[config.mk]
export PLATFORM = sky130hd
export DESIGN_NAME = fsp_status_regs
export DESIGN_NICKNAME = d
export VERILOG_FILES = /design/src/hw/fsp_guard_decode.v /design/src/hw/fsp_status_regs.v
export VERILOG_INCLUDE_DIRS = /design/src /design/src/inc
export SDC_FILE = /design/constraint.sdc
export NUM_CORES = 1
export LEC_CHECK = 0
export BUFFER_PORTS_ARGS = -buffer_cell sky130_fd_sc_hd__buf_4
export CORE_ASPECT_RATIO = 0.75
export CORE_MARGIN = 2
export CORE_UTILIZATION = 45
export CTS_BUF_LIST = sky130_fd_sc_hd__clkbuf_8
export CTS_CLUSTER_DIAMETER = 150
export DETAILED_ROUTE_END_ITERATION = 16
export PLACE_DENSITY_LB_ADDON = 0.05
export SKIP_CTS_REPAIR_TIMING = 1
export SLEW_MARGIN = 25
export SYNTH_ARGS = -nofsm -noshare
export SYNTH_HDL_FRONTEND = slang
export SYNTH_HIERARCHICAL = 1
export SYNTH_SLANG_ARGS = --single-unit
[constraint.sdc]
create_clock -name ref_clk_i -period 7.9 [get_ports ref_clk_i]
set_input_delay 0.79 -clock ref_clk_i [delete_from_list [all_inputs] [get_ports ref_clk_i]]
set_output_delay 0.79 -clock ref_clk_i [all_outputs]
set_load 0.03 [all_outputs]
[src/inc/fsp_regs.vh]
// Bit layout, lock modes and constants of the flash status word.
// Included by the status block and its guard decoder; definitions only.
`ifndef FSP_REGS_VH
`define FSP_REGS_VH

// ----------------------------------------------------------------
// Status word bit positions
// ----------------------------------------------------------------
`define FSP_BIT_WIP      0
`define FSP_BIT_WEL      1
`define FSP_BIT_BG_LO    2
`define FSP_BIT_BG_HI    6
`define FSP_BIT_LOCK_LO  7
`define FSP_BIT_LOCK_HI  8
`define FSP_BIT_QE       9
`define FSP_BIT_PPAUSE   10
`define FSP_BIT_ADDR4    11
`define FSP_BIT_SEC_LO   12
`define FSP_BIT_SEC_HI   13
`define FSP_BIT_CMP      14
`define FSP_BIT_EPAUSE   15

// ----------------------------------------------------------------
// Reset values
// ----------------------------------------------------------------
`define FSP_GUARD_RST    5'h00
`define FSP_LOCK_RST     2'h0
`define FSP_SEC_RST      2'h0

// ----------------------------------------------------------------
// Status lock modes
// ----------------------------------------------------------------
`define FSP_LOCK_SW      2'h0
`define FSP_LOCK_HW      2'h1
`define FSP_LOCK_PWR     2'h2
`define FSP_LOCK_OTP     2'h3

// ----------------------------------------------------------------
// Guard decode
// ----------------------------------------------------------------
`define FSP_GUARD_NONE   3'h0
`define FSP_GUARD_ALL    3'h7
`define FSP_GUARD_KMAX   3'h4
`define FSP_FRAC_SHIFT   18
`define FSP_BLK_SHIFT    11

// ----------------------------------------------------------------
// Span masks of program and wipe targets
// ----------------------------------------------------------------
`define FSP_SPAN_PAGE    25'h00000ff
`define FSP_SPAN_4K      25'h0000fff
`define FSP_SPAN_32K     25'h0007fff
`define FSP_SPAN_64K     25'h000ffff

`endif

[src/hw/fsp_guard_decode.v]
// Decides whether one array address lies in the guarded region.
// Assumes a 32 MB array and the five guard bits plus complement.
`timescale 1ns/1ps
`include "fsp_regs.vh"

module fsp_guard_decode #(
    parameter AW = 25
) (
    input  wire [AW-1:0] addr_i,
    input  wire [4:0]    guard_i,
    input  wire          cmp_i,
    output reg           hit_o
);

    reg [AW:0] size;
    reg [AW:0] top;
    reg [2:0]  code;
    reg [2:0]  k;
    reg        in_rgn;

    // ----------------------------------------------------------------
    // Region size and side
    // ----------------------------------------------------------------
    always @*
    begin
        code   = guard_i[2:0];
        top    = {1'b1, {AW{1'b0}}};
        k      = (code > `FSP_GUARD_KMAX) ? `FSP_GUARD_KMAX : code;
        size   = {(AW+1){1'b0}};
        in_rgn = 1'b0;
        if (code == `FSP_GUARD_NONE)
        begin
            in_rgn = 1'b0;
        end
        else if (code == `FSP_GUARD_ALL)
        begin
            in_rgn = 1'b1;
        end
        else
        begin
            if (guard_i[4])
                size = {{AW{1'b0}}, 1'b1} << (`FSP_BLK_SHIFT + k);
            else
                size = {{AW{1'b0}}, 1'b1} << (`FSP_FRAC_SHIFT + code);
            if (guard_i[3])
                in_rgn = ({1'b0, addr_i} < size);
            else
                in_rgn = ({1'b0, addr_i} >= (top - size));
        end
        hit_o = in_rgn ^ cmp_i;
    end

endmodule // fsp_guard_decode

[src/hw/fsp_status_regs.v]
// Status and control word of the serial flash with its write protection.
// Assumes a command framer on ref_clk_i that gives one decoded pulse per
// command; rst_i stands for a power cycle.
`timescale 1ns/1ps
`include "fsp_regs.vh"

// Functional notes
// Busy bit high while program, wipe or write
// Latch flag low refuses writes, programs, wipes
// Guard bits written only outside hardware lock
// Refuse program and wipes inside guarded region
// Chip wipe only if guard/complement uniform
// Complement inverts the guarded region
// Mode 00 writes allowed whenever latch set
// Mode 01 locks while protect pin low
// Mode 10 locks until power cycle
// Mode 11 locks the status word forever; the code resets the mode to 00, so it ends at a power cycle
// Quad enable turns pins into data lanes
// Security lock bits set once, one each
// Complement bit stored, default zero
// Suspend sets erase or program pause flag
// Resume and power cycle clear pause flags
// Four-byte flag set, cleared, reset zero
// Guard codes choose fractions or small blocks
// Latch set by enable, cleared by ops
// Read-only positions ignore written data
module fsp_status_regs #(
    parameter AW        = 25,
    parameter CW        = 24,
    parameter STATUS_WRITE_CMD_CYC  = 24'd1000,
    parameter PROG_CYC  = 24'd2000,
    parameter SE_CYC    = 24'd8000,
    parameter BE_CYC    = 24'd16000,
    parameter CE_CYC    = 24'd64000,
    parameter SEC_CYC   = 24'd2000
) (
    input  wire          ref_clk_i,
    input  wire          rst_i,
    input  wire          cmd_wren_i,
    input  wire          cmd_wrdi_i,
    input  wire          cmd_status_write_cmd_i,
    input  wire [15:0]   status_write_cmd_data_i,
    input  wire          cmd_prog_i,
    input  wire          cmd_sector_i,
    input  wire          cmd_block32_i,
    input  wire          cmd_block64_i,
    input  wire          cmd_chip_i,
    input  wire [AW-1:0] op_addr_i,
    input  wire          cmd_sec_prog_i,
    input  wire          cmd_sec_erase_i,
    input  wire          sec_sel_i,
    input  wire          cmd_suspend_i,
    input  wire          cmd_resume_i,
    input  wire          cmd_four_byte_addr_flag_i,
    input  wire          cmd_dis4b_i,
    input  wire          write_protect_pin_i,
    output wire [15:0]   status_o,
    output reg           cmd_done_o,
    output reg           cmd_refused_o,
    output wire          quad_io_enable_o,
    output wire [1:0]    security_ro_o,
    output wire          four_byte_addr_o
);

    localparam OP_NONE = 2'h0;
    localparam OP_STATUS_WRITE_CMD = 2'h1;
    localparam OP_PROG = 2'h2;
    localparam OP_WIPE = 2'h3;

    // ----------------------------------------------------------------
    // State
    // ----------------------------------------------------------------
    reg          wp_meta_q;
    reg          wp_sync_q;
    reg          wel_q;
    reg          wel_d;
    reg [4:0]    guard_q;
    reg [4:0]    guard_d;
    reg [1:0]    lock_q;
    reg [1:0]    lock_d;
    reg          qe_q;
    reg          qe_d;
    reg [1:0]    sec_q;
    reg [1:0]    sec_d;
    reg          cmp_q;
    reg          cmp_d;
    reg          epause_q;
    reg          epause_d;
    reg          ppause_q;
    reg          ppause_d;
    reg          addr4_q;
    reg          addr4_d;
    reg [1:0]    op_q;
    reg [1:0]    op_d;
    reg          run_q;
    reg          run_d;
    reg [CW-1:0] cnt_q;
    reg [CW-1:0] cnt_d;
    reg          done_d;
    reg          refused_d;

    wire [AW-1:0] span_end;
    wire          hit_lo;
    wire          hit_hi;
    wire          wp_low;
    wire          sr_locked;
    wire          any_wipe;
    wire          busy;
    wire [1:0]    sec_new;
    reg  [AW-1:0] span_mask;

    // ----------------------------------------------------------------
    // Protect pin synchroniser
    // ----------------------------------------------------------------
    always @(posedge ref_clk_i or posedge rst_i)
    begin
        if (rst_i)
        begin
            wp_meta_q <= 1'b1;
            wp_sync_q <= 1'b1;
        end
        else
        begin
            wp_meta_q <= write_protect_pin_i;
            wp_sync_q <= wp_meta_q;
        end
    end

    // Pin is a data lane when quad enable is set
    assign wp_low = ~qe_q & ~wp_sync_q;

    assign sr_locked = lock_q[1] |  // see R09
                       ((lock_q == `FSP_LOCK_HW) & wp_low);  // see R08

    // ----------------------------------------------------------------
    // Target span guard check
    // ----------------------------------------------------------------
    always @*
    begin
        span_mask = `FSP_SPAN_PAGE;
        if (cmd_sector_i)
            span_mask = `FSP_SPAN_4K;
        else if (cmd_block32_i)
            span_mask = `FSP_SPAN_32K;
        else if (cmd_block64_i)
            span_mask = `FSP_SPAN_64K;
    end

    assign span_end = op_addr_i | span_mask;
    assign any_wipe = cmd_sector_i | cmd_block32_i | cmd_block64_i;
    assign busy     = run_q;

    fsp_guard_decode #(
        .AW (AW)
    ) u_guard_lo (
        .addr_i  (op_addr_i & ~span_mask),
        .guard_i (guard_q),
        .cmp_i   (cmp_q),
        .hit_o   (hit_lo)
    );

    fsp_guard_decode #(
        .AW (AW)
    ) u_guard_hi (
        .addr_i  (span_end),
        .guard_i (guard_q),
        .cmp_i   (cmp_q),
        .hit_o   (hit_hi)
    );

    // Newly set lock bits of a status write
    assign sec_new = status_write_cmd_data_i[`FSP_BIT_SEC_HI:`FSP_BIT_SEC_LO] & ~sec_q;

    // ----------------------------------------------------------------
    // Command handling
    // ----------------------------------------------------------------
    always @*
    begin
        wel_d     = wel_q;
        guard_d   = guard_q;
        lock_d    = lock_q;
        qe_d      = qe_q;
        sec_d     = sec_q;
        cmp_d     = cmp_q;
        epause_d  = epause_q;
        ppause_d  = ppause_q;
        addr4_d   = addr4_q;
        op_d      = op_q;
        run_d     = run_q;
        cnt_d     = cnt_q;
        done_d    = 1'b0;
        refused_d = 1'b0;

        // Busy countdown
        if (run_q)
        begin
            if (cnt_q == {CW{1'b0}})
            begin
                run_d = 1'b0;
                op_d  = OP_NONE;
            end
            else
            begin
                cnt_d = cnt_q - {{(CW-1){1'b0}}, 1'b1};
            end
        end

        if (cmd_suspend_i)
        begin
            if (run_q && (op_q == OP_WIPE))
            begin
                epause_d = 1'b1;
                run_d    = 1'b0;
                done_d   = 1'b1;
            end
            else if (run_q && (op_q == OP_PROG))
            begin
                ppause_d = 1'b1;
                run_d    = 1'b0;
                done_d   = 1'b1;
            end
            else
            begin
                refused_d = 1'b1;
            end
        end
        else if (cmd_resume_i)
        begin
            if (epause_q | ppause_q)
            begin
                epause_d = 1'b0;
                ppause_d = 1'b0;
                run_d    = 1'b1;
                done_d   = 1'b1;
            end
            else
            begin
                refused_d = 1'b1;
            end
        end
        else if (busy)
        begin
            // Only suspend and resume are decoded while an operation runs
            refused_d = cmd_wren_i | cmd_wrdi_i | cmd_status_write_cmd_i | cmd_prog_i |
                        any_wipe | cmd_chip_i | cmd_sec_prog_i | cmd_sec_erase_i |
                        cmd_four_byte_addr_flag_i | cmd_dis4b_i;
        end
        else if (cmd_wren_i)
        begin
            wel_d  = 1'b1;
            done_d = 1'b1;
        end
        else if (cmd_wrdi_i)
        begin
            wel_d  = 1'b0;
            done_d = 1'b1;
        end
        else if (cmd_four_byte_addr_flag_i)
        begin
            addr4_d = 1'b1;
            done_d  = 1'b1;
        end
        else if (cmd_dis4b_i)
        begin
            addr4_d = 1'b0;
            done_d  = 1'b1;
        end
        else if (cmd_status_write_cmd_i)
        begin
            if (!wel_q || sr_locked)  // see R02
            begin
                refused_d = 1'b1;
            end
            else
            begin
                // Busy, latch, pause and address flags are not taken
                guard_d = status_write_cmd_data_i[`FSP_BIT_BG_HI:`FSP_BIT_BG_LO];  // see R03
                lock_d  = status_write_cmd_data_i[`FSP_BIT_LOCK_HI:`FSP_BIT_LOCK_LO];
                qe_d    = status_write_cmd_data_i[`FSP_BIT_QE];
                cmp_d   = status_write_cmd_data_i[`FSP_BIT_CMP];
                if (sec_new != 2'h3)
                    sec_d = sec_q | sec_new;
                wel_d   = 1'b0;
                op_d    = OP_STATUS_WRITE_CMD;
                run_d   = 1'b1;
                cnt_d   = STATUS_WRITE_CMD_CYC;
                done_d  = 1'b1;
            end
        end
        else if (cmd_prog_i || any_wipe || cmd_chip_i)
        begin
            if (!wel_q || epause_q || ppause_q)
            begin
                refused_d = 1'b1;
            end
            else if (!cmd_chip_i && (hit_lo || hit_hi))
            begin
                refused_d = 1'b1;
            end
            else if (cmd_chip_i &&
                     ({guard_q[2:0], cmp_q} != 4'h0) &&
                     ({guard_q[2:0], cmp_q} != 4'hf))
            begin
                refused_d = 1'b1;
            end
            else
            begin
                wel_d  = 1'b0;
                run_d  = 1'b1;
                done_d = 1'b1;
                if (cmd_prog_i)
                begin
                    op_d  = OP_PROG;
                    cnt_d = PROG_CYC;
                end
                else if (cmd_chip_i)
                begin
                    op_d  = OP_WIPE;
                    cnt_d = CE_CYC;
                end
                else if (cmd_sector_i)
                begin
                    op_d  = OP_WIPE;
                    cnt_d = SE_CYC;
                end
                else
                begin
                    op_d  = OP_WIPE;
                    cnt_d = BE_CYC;
                end
            end
        end
        else if (cmd_sec_prog_i || cmd_sec_erase_i)
        begin
            if (!wel_q || sec_q[sec_sel_i])  // see R02
            begin
                refused_d = 1'b1;
            end
            else
            begin
                wel_d  = 1'b0;
                op_d   = OP_PROG;
                run_d  = 1'b1;
                cnt_d  = SEC_CYC;
                done_d = 1'b1;
            end
        end
    end

    // ----------------------------------------------------------------
    // Registers
    // ----------------------------------------------------------------
    always @(posedge ref_clk_i or posedge rst_i)
    begin
        if (rst_i)
        begin
            wel_q         <= 1'b0;
            guard_q       <= `FSP_GUARD_RST;
            lock_q        <= `FSP_LOCK_RST;
            qe_q          <= 1'b0;
            sec_q         <= `FSP_SEC_RST;
            cmp_q         <= 1'b0;
            epause_q      <= 1'b0;
            ppause_q      <= 1'b0;
            addr4_q       <= 1'b0;
            op_q          <= OP_NONE;
            run_q         <= 1'b0;
            cnt_q         <= {CW{1'b0}};
            cmd_done_o    <= 1'b0;
            cmd_refused_o <= 1'b0;
        end
        else
        begin
            wel_q         <= wel_d;
            guard_q       <= guard_d;
            lock_q        <= lock_d;
            qe_q          <= qe_d;
            sec_q         <= sec_d;
            cmp_q         <= cmp_d;
            epause_q      <= epause_d;
            ppause_q      <= ppause_d;
            addr4_q       <= addr4_d;
            op_q          <= op_d;
            run_q         <= run_d;
            cnt_q         <= cnt_d;
            cmd_done_o    <= done_d;
            cmd_refused_o <= refused_d;
        end
    end

    // ----------------------------------------------------------------
    // Status word
    // ----------------------------------------------------------------
    assign status_o = {epause_q, cmp_q, sec_q, addr4_q, ppause_q, qe_q,
                       lock_q, guard_q, wel_q, run_q};  // see R01

    assign quad_io_enable_o = qe_q;
    assign security_ro_o    = sec_q;
    assign four_byte_addr_o = addr4_q;

endmodule // fsp_status_regs

# After elaboration in Yosys (flattened, before gate mapping)
# Cells that the tools add are included.
[classes]
eq_ne = 16
reduce_logical = 28
shifts = 2
n_lt_le_gt_ge = 6
addsub = 4
mux = 130
n_bitwise = 33
[ops]
columns = ["operator", "count"]
rows = [
  ["two-way mux 24 bit", 17],
  ["two-way mux 1 bit", 86],
  ["two-way mux 16 bit", 5],
  ["two-way mux 26 bit", 3],
  ["<< shifter 1 x 32 -> 26 bit, first input constant", 2],
  [">= comparator 25 x 26 -> 1 bit", 2],
  ["< comparator 25 x 26 -> 1 bit", 2],
  ["two-way mux 2 bit", 17],
  ["subtractor 26 bit, first input constant", 1],
  ["bitwise AND 25 bit", 1],
  ["inverter 25 bit", 1],
  ["bitwise OR 25 bit", 1],
  ["logical NOT 24 bit", 1],
  ["subtractor 24 x 1 -> 24 bit, second input constant", 1],
  ["!= test 5 bit, second input constant", 4],
  ["two-way mux 14 bit", 1],
  ["bitwise OR 1 bit", 13],
  ["AND reduction 11 bit", 1],
  ["inverter 1 bit", 10],
  ["AND reduction 10 bit", 1],
  ["AND reduction 9 bit", 1],
  ["logical OR 1 bit", 8],
  ["!= test 4 bit, second input constant", 2],
  ["adder 5 x 3 -> 6 bit, first input constant", 1],
  ["24 further kinds", 37],
]
[totals]
ff_bits = 46
word_cells = 235
input_bits = 59
out_inout_bits = 22

# Longest topological paths before layout
[depth]
word_depth = 26
ltp_mapped = 32
ltp_nobuf = 31

# By module
# Netlist, hierarchy kept.
[by_module_without_submodules]
columns = ["mod", "seq_area_each_um2", "cells_each", "instances", "area_each_um2"]
rows = [
  ["fsp_status_regs", 1153.6, 322, 1, 2877.8],
  ["fsp_guard_decode (u_guard_lo)", 0.0, 246, 1, 1761.7],
  ["fsp_guard_decode (u_guard_hi)", 0.0, 233, 1, 1706.6],
]

# Least setup slack after synthesis
# OpenSTA, ideal clock, no wires.
[synth_timing]
path_kind = "reg-to-reg"
startpoint = "reg guard_q[2]"
endpoint = "reg cnt_q[15]"
setup_time_ns = 0.083
synth_period_minus_slack_ns = 5.785
required_time_ns = 7.817
arrival_ns = 5.703
path_slack_ns = 2.115
n_path_buf = 0
path_stages_with_launch = 30
path_cell_list = "dfrtp_1 inv_1 ha_1 inv_1 ha_1 inv_1 ha_1 nand2b_1 o21ai_0 and2_1 nand2_1 ha_1 o21ai_2 a211oi_2 nand3_1 xor2_1 ha_1 a21o_1 a21oi_1 o2111ai_1 a31oi_1 o22a_1 a31oi_1 o21ai_1 xnor2_1 o21ba_2 a311o_1 or3_1 or4_1 o21ai_0"
[synth_between]
elab_chain_cells = 26
word_cells_on_any_way = 42
classes_between = "add/sub: 3; order compare: 5; eq/ne: 2; shift: 2; mux: 22; bitwise: 2; reduce/logical: 6"
[synth_rtl]
columns = ["item", "line", "text"]
rows = [
  ["start: declaration", "fsp_status_regs.v:77", "reg [4:0] guard_q;"],
  ["start signal: assignment", "fsp_status_regs.v:358", "guard_q <= `FSP_GUARD_RST;"],
  ["start signal: assignment", "fsp_status_regs.v:375", "guard_q <= guard_d;"],
  ["> comparator 3 bit (no source line)", "n/a", ""],
  ["two-way mux 3 bit", "fsp_guard_decode.v:28", "k = (code > `FSP_GUARD_KMAX) ? `FSP_GUARD_KMAX : code;"],
  ["adder 4 x 3 -> 5 bit (no source line)", "n/a", ""],
  ["<< shifter 1 x 32 -> 26 bit", "fsp_guard_decode.v:42", "size = {{AW{1'b0}}, 1'b1} << (`FSP_BLK_SHIFT + k);"],
  ["two-way mux 26 bit", "fsp_guard_decode.v:41", "if (guard_i[4])"],
  ["two-way mux 26 bit", "fsp_guard_decode.v:35", "else if (code == `FSP_GUARD_ALL)"],
  ["two-way mux 26 bit", "fsp_guard_decode.v:31", "if (code == `FSP_GUARD_NONE)"],
  ["subtractor 26 bit", "fsp_guard_decode.v:48", "in_rgn = ({1'b0, addr_i} >= (top - size));"],
  ["[5 not listed]", "n/a", ""],
  ["net hit_hi", "fsp_status_regs.v:104", "wire hit_hi;"],
  ["[6 not listed]", "n/a", ""],
  ["two-way mux 24 bit *", "fsp_status_regs.v:263", "else if (cmd_dis4b_i)"],
  ["two-way mux 24 bit *", "fsp_status_regs.v:258", "else if (cmd_four_byte_addr_flag_i)"],
  ["two-way mux 24 bit *", "fsp_status_regs.v:253", "else if (cmd_wrdi_i)"],
  ["two-way mux 24 bit *", "fsp_status_regs.v:248", "else if (cmd_wren_i)"],
  ["two-way mux 24 bit *", "fsp_status_regs.v:241", "else if (busy)"],
  ["two-way mux 24 bit *", "fsp_status_regs.v:227", "else if (cmd_resume_i)"],
  ["two-way mux 24 bit *", "fsp_status_regs.v:208", "if (cmd_suspend_i)"],
  ["net cnt_d[15]", "fsp_status_regs.v:98", "reg [CW-1:0] cnt_d;"],
  ["end signal: assignment", "fsp_status_regs.v:368", "cnt_q <= {CW{1'b0}};"],
  ["end signal: assignment", "fsp_status_regs.v:385", "cnt_q <= cnt_d;"],
  ["end: declaration", "fsp_status_regs.v:97", "reg [CW-1:0] cnt_q;"],
]
# The timed path passes the listed nets; every way through them passes the cells marked *. The select of a mux whose other input is x is not followed.
# A chain may end at the register's enable or synchronous reset.

# Worst setup path after layout
[layout_timing]
startpoint = "reg guard_q[2]"
endpoint = "reg cnt_q[11]"
[layout_between]
elab_chain_cells = 26
word_cells_on_any_way = 42
classes_between = "add/sub: 3; order compare: 5; eq/ne: 2; shift: 2; mux: 22; bitwise: 2; reduce/logical: 6"
[layout_rtl]
columns = ["item", "line", "text"]
rows = [
  ["> comparator 3 bit (no source line)", "n/a", ""],
  ["two-way mux 3 bit", "fsp_guard_decode.v:28", ""],
  ["adder 4 x 3 -> 5 bit (no source line)", "n/a", ""],
  ["<< shifter 1 x 32 -> 26 bit", "fsp_guard_decode.v:42", ""],
  ["two-way mux 26 bit", "fsp_guard_decode.v:41", ""],
  ["two-way mux 26 bit", "fsp_guard_decode.v:35", ""],
  ["two-way mux 26 bit", "fsp_guard_decode.v:31", ""],
  ["subtractor 26 bit", "fsp_guard_decode.v:48", ""],
  ["[5 not listed]", "n/a", ""],
  ["net hit_lo", "fsp_status_regs.v:103", "wire hit_lo;"],
  ["[6 not listed]", "n/a", ""],
  ["two-way mux 24 bit *", "fsp_status_regs.v:263", ""],
  ["two-way mux 24 bit *", "fsp_status_regs.v:258", ""],
  ["two-way mux 24 bit *", "fsp_status_regs.v:253", ""],
  ["two-way mux 24 bit *", "fsp_status_regs.v:248", ""],
  ["two-way mux 24 bit *", "fsp_status_regs.v:241", ""],
  ["two-way mux 24 bit *", "fsp_status_regs.v:227", ""],
  ["two-way mux 24 bit *", "fsp_status_regs.v:208", ""],
  ["net cnt_d[11]", "fsp_status_regs.v:98", ""],
]
# Marks and branches as above.

==> impl_metrics.tcl <==
set metrics [dict create \
    drt_wl_total_um 17800 \
    synth_area_leader_cell "sky130_fd_sc_hd__ha_1" \
    maxCapViolations 0 \
    final-hold-violation-count 0 \
    yosys_synthesis_warning_count 6 \
    floorplan.die.width_um 141 \
    critical_path.most_common_cell "sky130_fd_sc_hd__ha_1" \
    seq_area_um2 1150 \
    synth_cells 801 \
    critPathArrivalTime_ns 6.65 \
    distinct_cell_type_count_of_the_synthesized_netlist 88 \
    fmax_mhz 154 \
    cts-root-buf "sky130_fd_sc_hd__clkbuf_8" \
    numPlacedInstances 1054 \
    setup_skew_after_layout_ns 0.00817 \
    run_status "completed" \
    antenna_found_initial 0 \
    power.static_leakage_nw 3.07 \
    setup_viol 0 \
    place.gp.congestion 0.902 \
    crit_path_max_incr_delay_ns 0.50 \
    report.power.total_mw 0.949 \
    drt-initial-drc-count 397 \
    via_count_of_the_first_global_routing_pass 5935 \
    post_synth.cell_area_avg_um2 7.92 \
    grt.total_usage_pct 23.7 \
    ys_ff_latch 46 \
    synthDominantCellAreaShare_pct 21.5 \
    critPathRequiredTime_ns 8.06 \
    vias 6244 \
    vdd_drop_max_uv 93.1 \
    post_synth_xor_area_fraction_pct 3.31 \
    post_synth_mux_area_share_pct 0.887 \
    worstMarginPinSlew_ns 0.796 \
    ios 81 \
    dieHeight_um 107 \
    hold_class "flip-flop to flip-flop" \
    synth-compound-area-share_pct 23.1 \
    clockBufferDepth 2 \
    antenna-diode-count 0 \
    grt_setup_unrepaired "false" \
    cts_tree "done" \
    cts_htree_levels 2 \
    detail_route.first_pass.iterations 5 \
    hpwlAfterDp_um 14400 \
    final.min_clock_period_ns 6.48 \
    syn-cell-area_um2 6350 \
    multi_input_comb_area_um2 5020 \
    placementRows 37 \
    critical_path.max_fanout 17 \
    p_per_area_nw_per_um2 133 \
    nets 1054 \
    endpoint_kind "flip-flop" \
    layout-drive-gt1-share_pct 14.8 \
    post-route-worst-setup-slack_ns 1.42 \
    critPathKind "flip-flop to flip-flop" \
    placeableCoreArea_um2 13700 \
    combinational_family_with_the_most_area_after_synthesis "simple AND/OR/NAND/NOR gates" \
    design.die.area_um2 15100 \
    yosys-top-cells-area "sky130_fd_sc_hd__ha_1 21%, sky130_fd_sc_hd__dfrtp_1 17%, sky130_fd_sc_hd__nand2_1 6.0%" \
    gr-total-overflow 0 \
    tritoncts.num_buffers 5 \
    routedWlPerCell_um 16.8 \
    synth_fa_ha_area_share_pct 21.5 \
    worst_slew_margin_rel_pct 46.9 \
    setup_total_negative_slack_ns 0 \
    clkLatencyLatePin_ns 0.30 \
    antenna_left 0 \
    synth-simple-area-share_pct 27.9 \
    synth_top_flop_cell "sky130_fd_sc_hd__dfrtp_1" \
    final-max-slew-violation-count 0 \
    port_buffers 67 \
    synthToLayoutAreaGrowth_pct 12.8 \
    layout_fillers 1311 \
    postLayoutCoreUtil_pct 52.0 \
    vias_per_cell 5.88 \
    clkSinkCount 46 \
    drc 0 \
    synth-edff-count 0 \
    clk_pin_slew_ns 0.09 \
    grt_first_pass_wirelength_um 29300 \
    async_flop_share_pct 100 \
    stdcell_count 1062 \
    initial_core_util_pct 46.2 \
    preCtsSetupSlack_ns 1.39 \
    synth.yosys.seq_area_share_pct 18.2 \
    setup.worst_path.start_class "flip-flop" \
    period_share_pct 82.1 \
    grt_max_degree 47 \
    critical-path-slowest-cell "sky130_fd_sc_hd__a21oi_4" \
]
## where the power goes
part	internal [mW]	total, mW	switching [mW]	leakage, nW
clock	0.0695	0.152	0.0821	0.0524
sequential	0.281	0.334	0.0534	0.538
combinational	0.190	0.463	0.273	2.48
## layout by cell type (no fill, tap or decap), types with 14 or more instances in the layout
cell,n
sky130_fd_sc_hd__a21o_1,14
sky130_fd_sc_hd__a21oi_1,49
sky130_fd_sc_hd__and2_1,17
sky130_fd_sc_hd__buf_4,71
sky130_fd_sc_hd__conb_1,40
sky130_fd_sc_hd__dfrtp_1,44
sky130_fd_sc_hd__ha_1,109
sky130_fd_sc_hd__inv_1,31
sky130_fd_sc_hd__nand2_1,101
sky130_fd_sc_hd__nand2b_1,16
sky130_fd_sc_hd__nand3_1,39
sky130_fd_sc_hd__nand4_1,21
sky130_fd_sc_hd__nor2_1,51
sky130_fd_sc_hd__nor3_1,19
sky130_fd_sc_hd__o21ai_0,42
sky130_fd_sc_hd__xnor2_1,15
## sequential cells by signal, summed over array words and instances, names as in the netlist
signal            cells
busy                  1
cmd_done_o            1
cmd_refused_o         1
cmp_q                 1
cnt_q                24
epause_q              1
four_byte_addr_o      1
guard_q               5
lock_q                2
op_q                  2
ppause_q              1
quad_io_enable_o      1
security_ro_o         2
wel_q                 1
wp_meta_q             1
wp_sync_q             1
## path summary, 6_finish.rpt
| path | startpoint | end | slack [ns] | depth (start not counted) |
|---|---|---|---|---|
| min in group asynchronous | rst_i | cmd_refused_o$_DFF_PP0_ | 0.61 | 2 |
| max in group asynchronous | rst_i | cnt_q[20]$_DFF_PP0_ | 6.81 | 2 |
| worst min-delay path | wp_meta_q$_DFF_PP1_ | wp_sync_q$_DFF_PP1_ | 0.37 | 0 |
| worst max register to register | guard_q[2]$_DFFE_PP0P_ | cnt_q[11]$_DFF_PP0_ | 1.42 | 29 |
| worst min register to register | wp_meta_q$_DFF_PP1_ | wp_sync_q$_DFF_PP1_ | 0.37 | 0 |
| worst max-delay path | guard_q[2]$_DFFE_PP0P_ | cnt_q[11]$_DFF_PP0_ | 1.42 | 29 |
## cell families after synthesis
logic type | count (synthesis)
other | 6
adders and majority gates | 109
xor gates and xnor gates | 24
and+or+nand+nor | 337
muxes | 5
buffers and inverters | 64
DFF | 46
AOI/OAI and AO/OA | 210
## synth_stat cells (3+ instances only)
cell	count
sky130_fd_sc_hd__a21oi_1	49
sky130_fd_sc_hd__o2111ai_1	5
sky130_fd_sc_hd__or3_1	5
sky130_fd_sc_hd__nand3_1	39
sky130_fd_sc_hd__or4_1	7
sky130_fd_sc_hd__nor2_1	51
sky130_fd_sc_hd__conb_1	6
sky130_fd_sc_hd__a31oi_1	9
sky130_fd_sc_hd__ha_1	109
sky130_fd_sc_hd__or2_2	6
sky130_fd_sc_hd__clkbuf_1	11
sky130_fd_sc_hd__buf_6	3
sky130_fd_sc_hd__a21boi_0	7
sky130_fd_sc_hd__a21o_1	14
sky130_fd_sc_hd__nand3b_1	4
sky130_fd_sc_hd__and4_1	3
sky130_fd_sc_hd__inv_2	6
sky130_fd_sc_hd__buf_4	11
sky130_fd_sc_hd__o22ai_1	5
sky130_fd_sc_hd__nor2b_1	6
sky130_fd_sc_hd__o21ai_0	42
sky130_fd_sc_hd__nor4_1	8
sky130_fd_sc_hd__a31o_2	4
sky130_fd_sc_hd__dfrtp_1	44
sky130_fd_sc_hd__mux2i_1	3
sky130_fd_sc_hd__o21a_1	8
sky130_fd_sc_hd__nand2_1	101
sky130_fd_sc_hd__and3_1	8
sky130_fd_sc_hd__inv_1	31
sky130_fd_sc_hd__and2_1	17
sky130_fd_sc_hd__o211ai_1	4
sky130_fd_sc_hd__xor2_1	9
sky130_fd_sc_hd__a211oi_1	8
sky130_fd_sc_hd__o41ai_1	3
sky130_fd_sc_hd__nor3_1	20
sky130_fd_sc_hd__nand4_1	21
sky130_fd_sc_hd__nand2b_1	16
sky130_fd_sc_hd__o31ai_1	6
sky130_fd_sc_hd__o21ai_1	7
sky130_fd_sc_hd__a2111oi_0	7
sky130_fd_sc_hd__xnor2_1	15
## per-stage QoR
| stage | cell area (um2) | hold slack, ns |
|---|---|---|
| global placement | 7060 | 0.346 |
| floorplan | 6470 | 0.345 |
| global route | 7160 | 0.370 |
| CTS | 7150 | 0.368 |
| detailed placement | 7060 | 0.354 |
| finish | 7160 | 0.367 |
## worst max-delay path, delay by kind of cell, from the launching register on
family,cells,cell delay [ns]
and+or+nand+nor,6,1.87
buffers and inverters,5,0.54
xor gates and xnor gates,2,0.33
DFF,1,0.37
AOI/OAI and AO/OA,11,2.09
adders and majority gates,5,1.11
## routing by layer
metal	wire [um]	global-route usage [%]
met3	802	4.20
met5	0	0
met1	8860	34.3
met4	136	2.50
met2	8000	38.2
## layout make-up
type                       instances  share of cell area (%)
multi-input combinational        725                    70.1
timing repair buffer              71                    7.45
clock buffer                       6                    1.15
sequential                        46                    16.1
clock inverter                     2                   0.122
tap                              175                    3.06
inverter                          37                    1.96
Note: power is estimated with default switching activity, not from simulation.
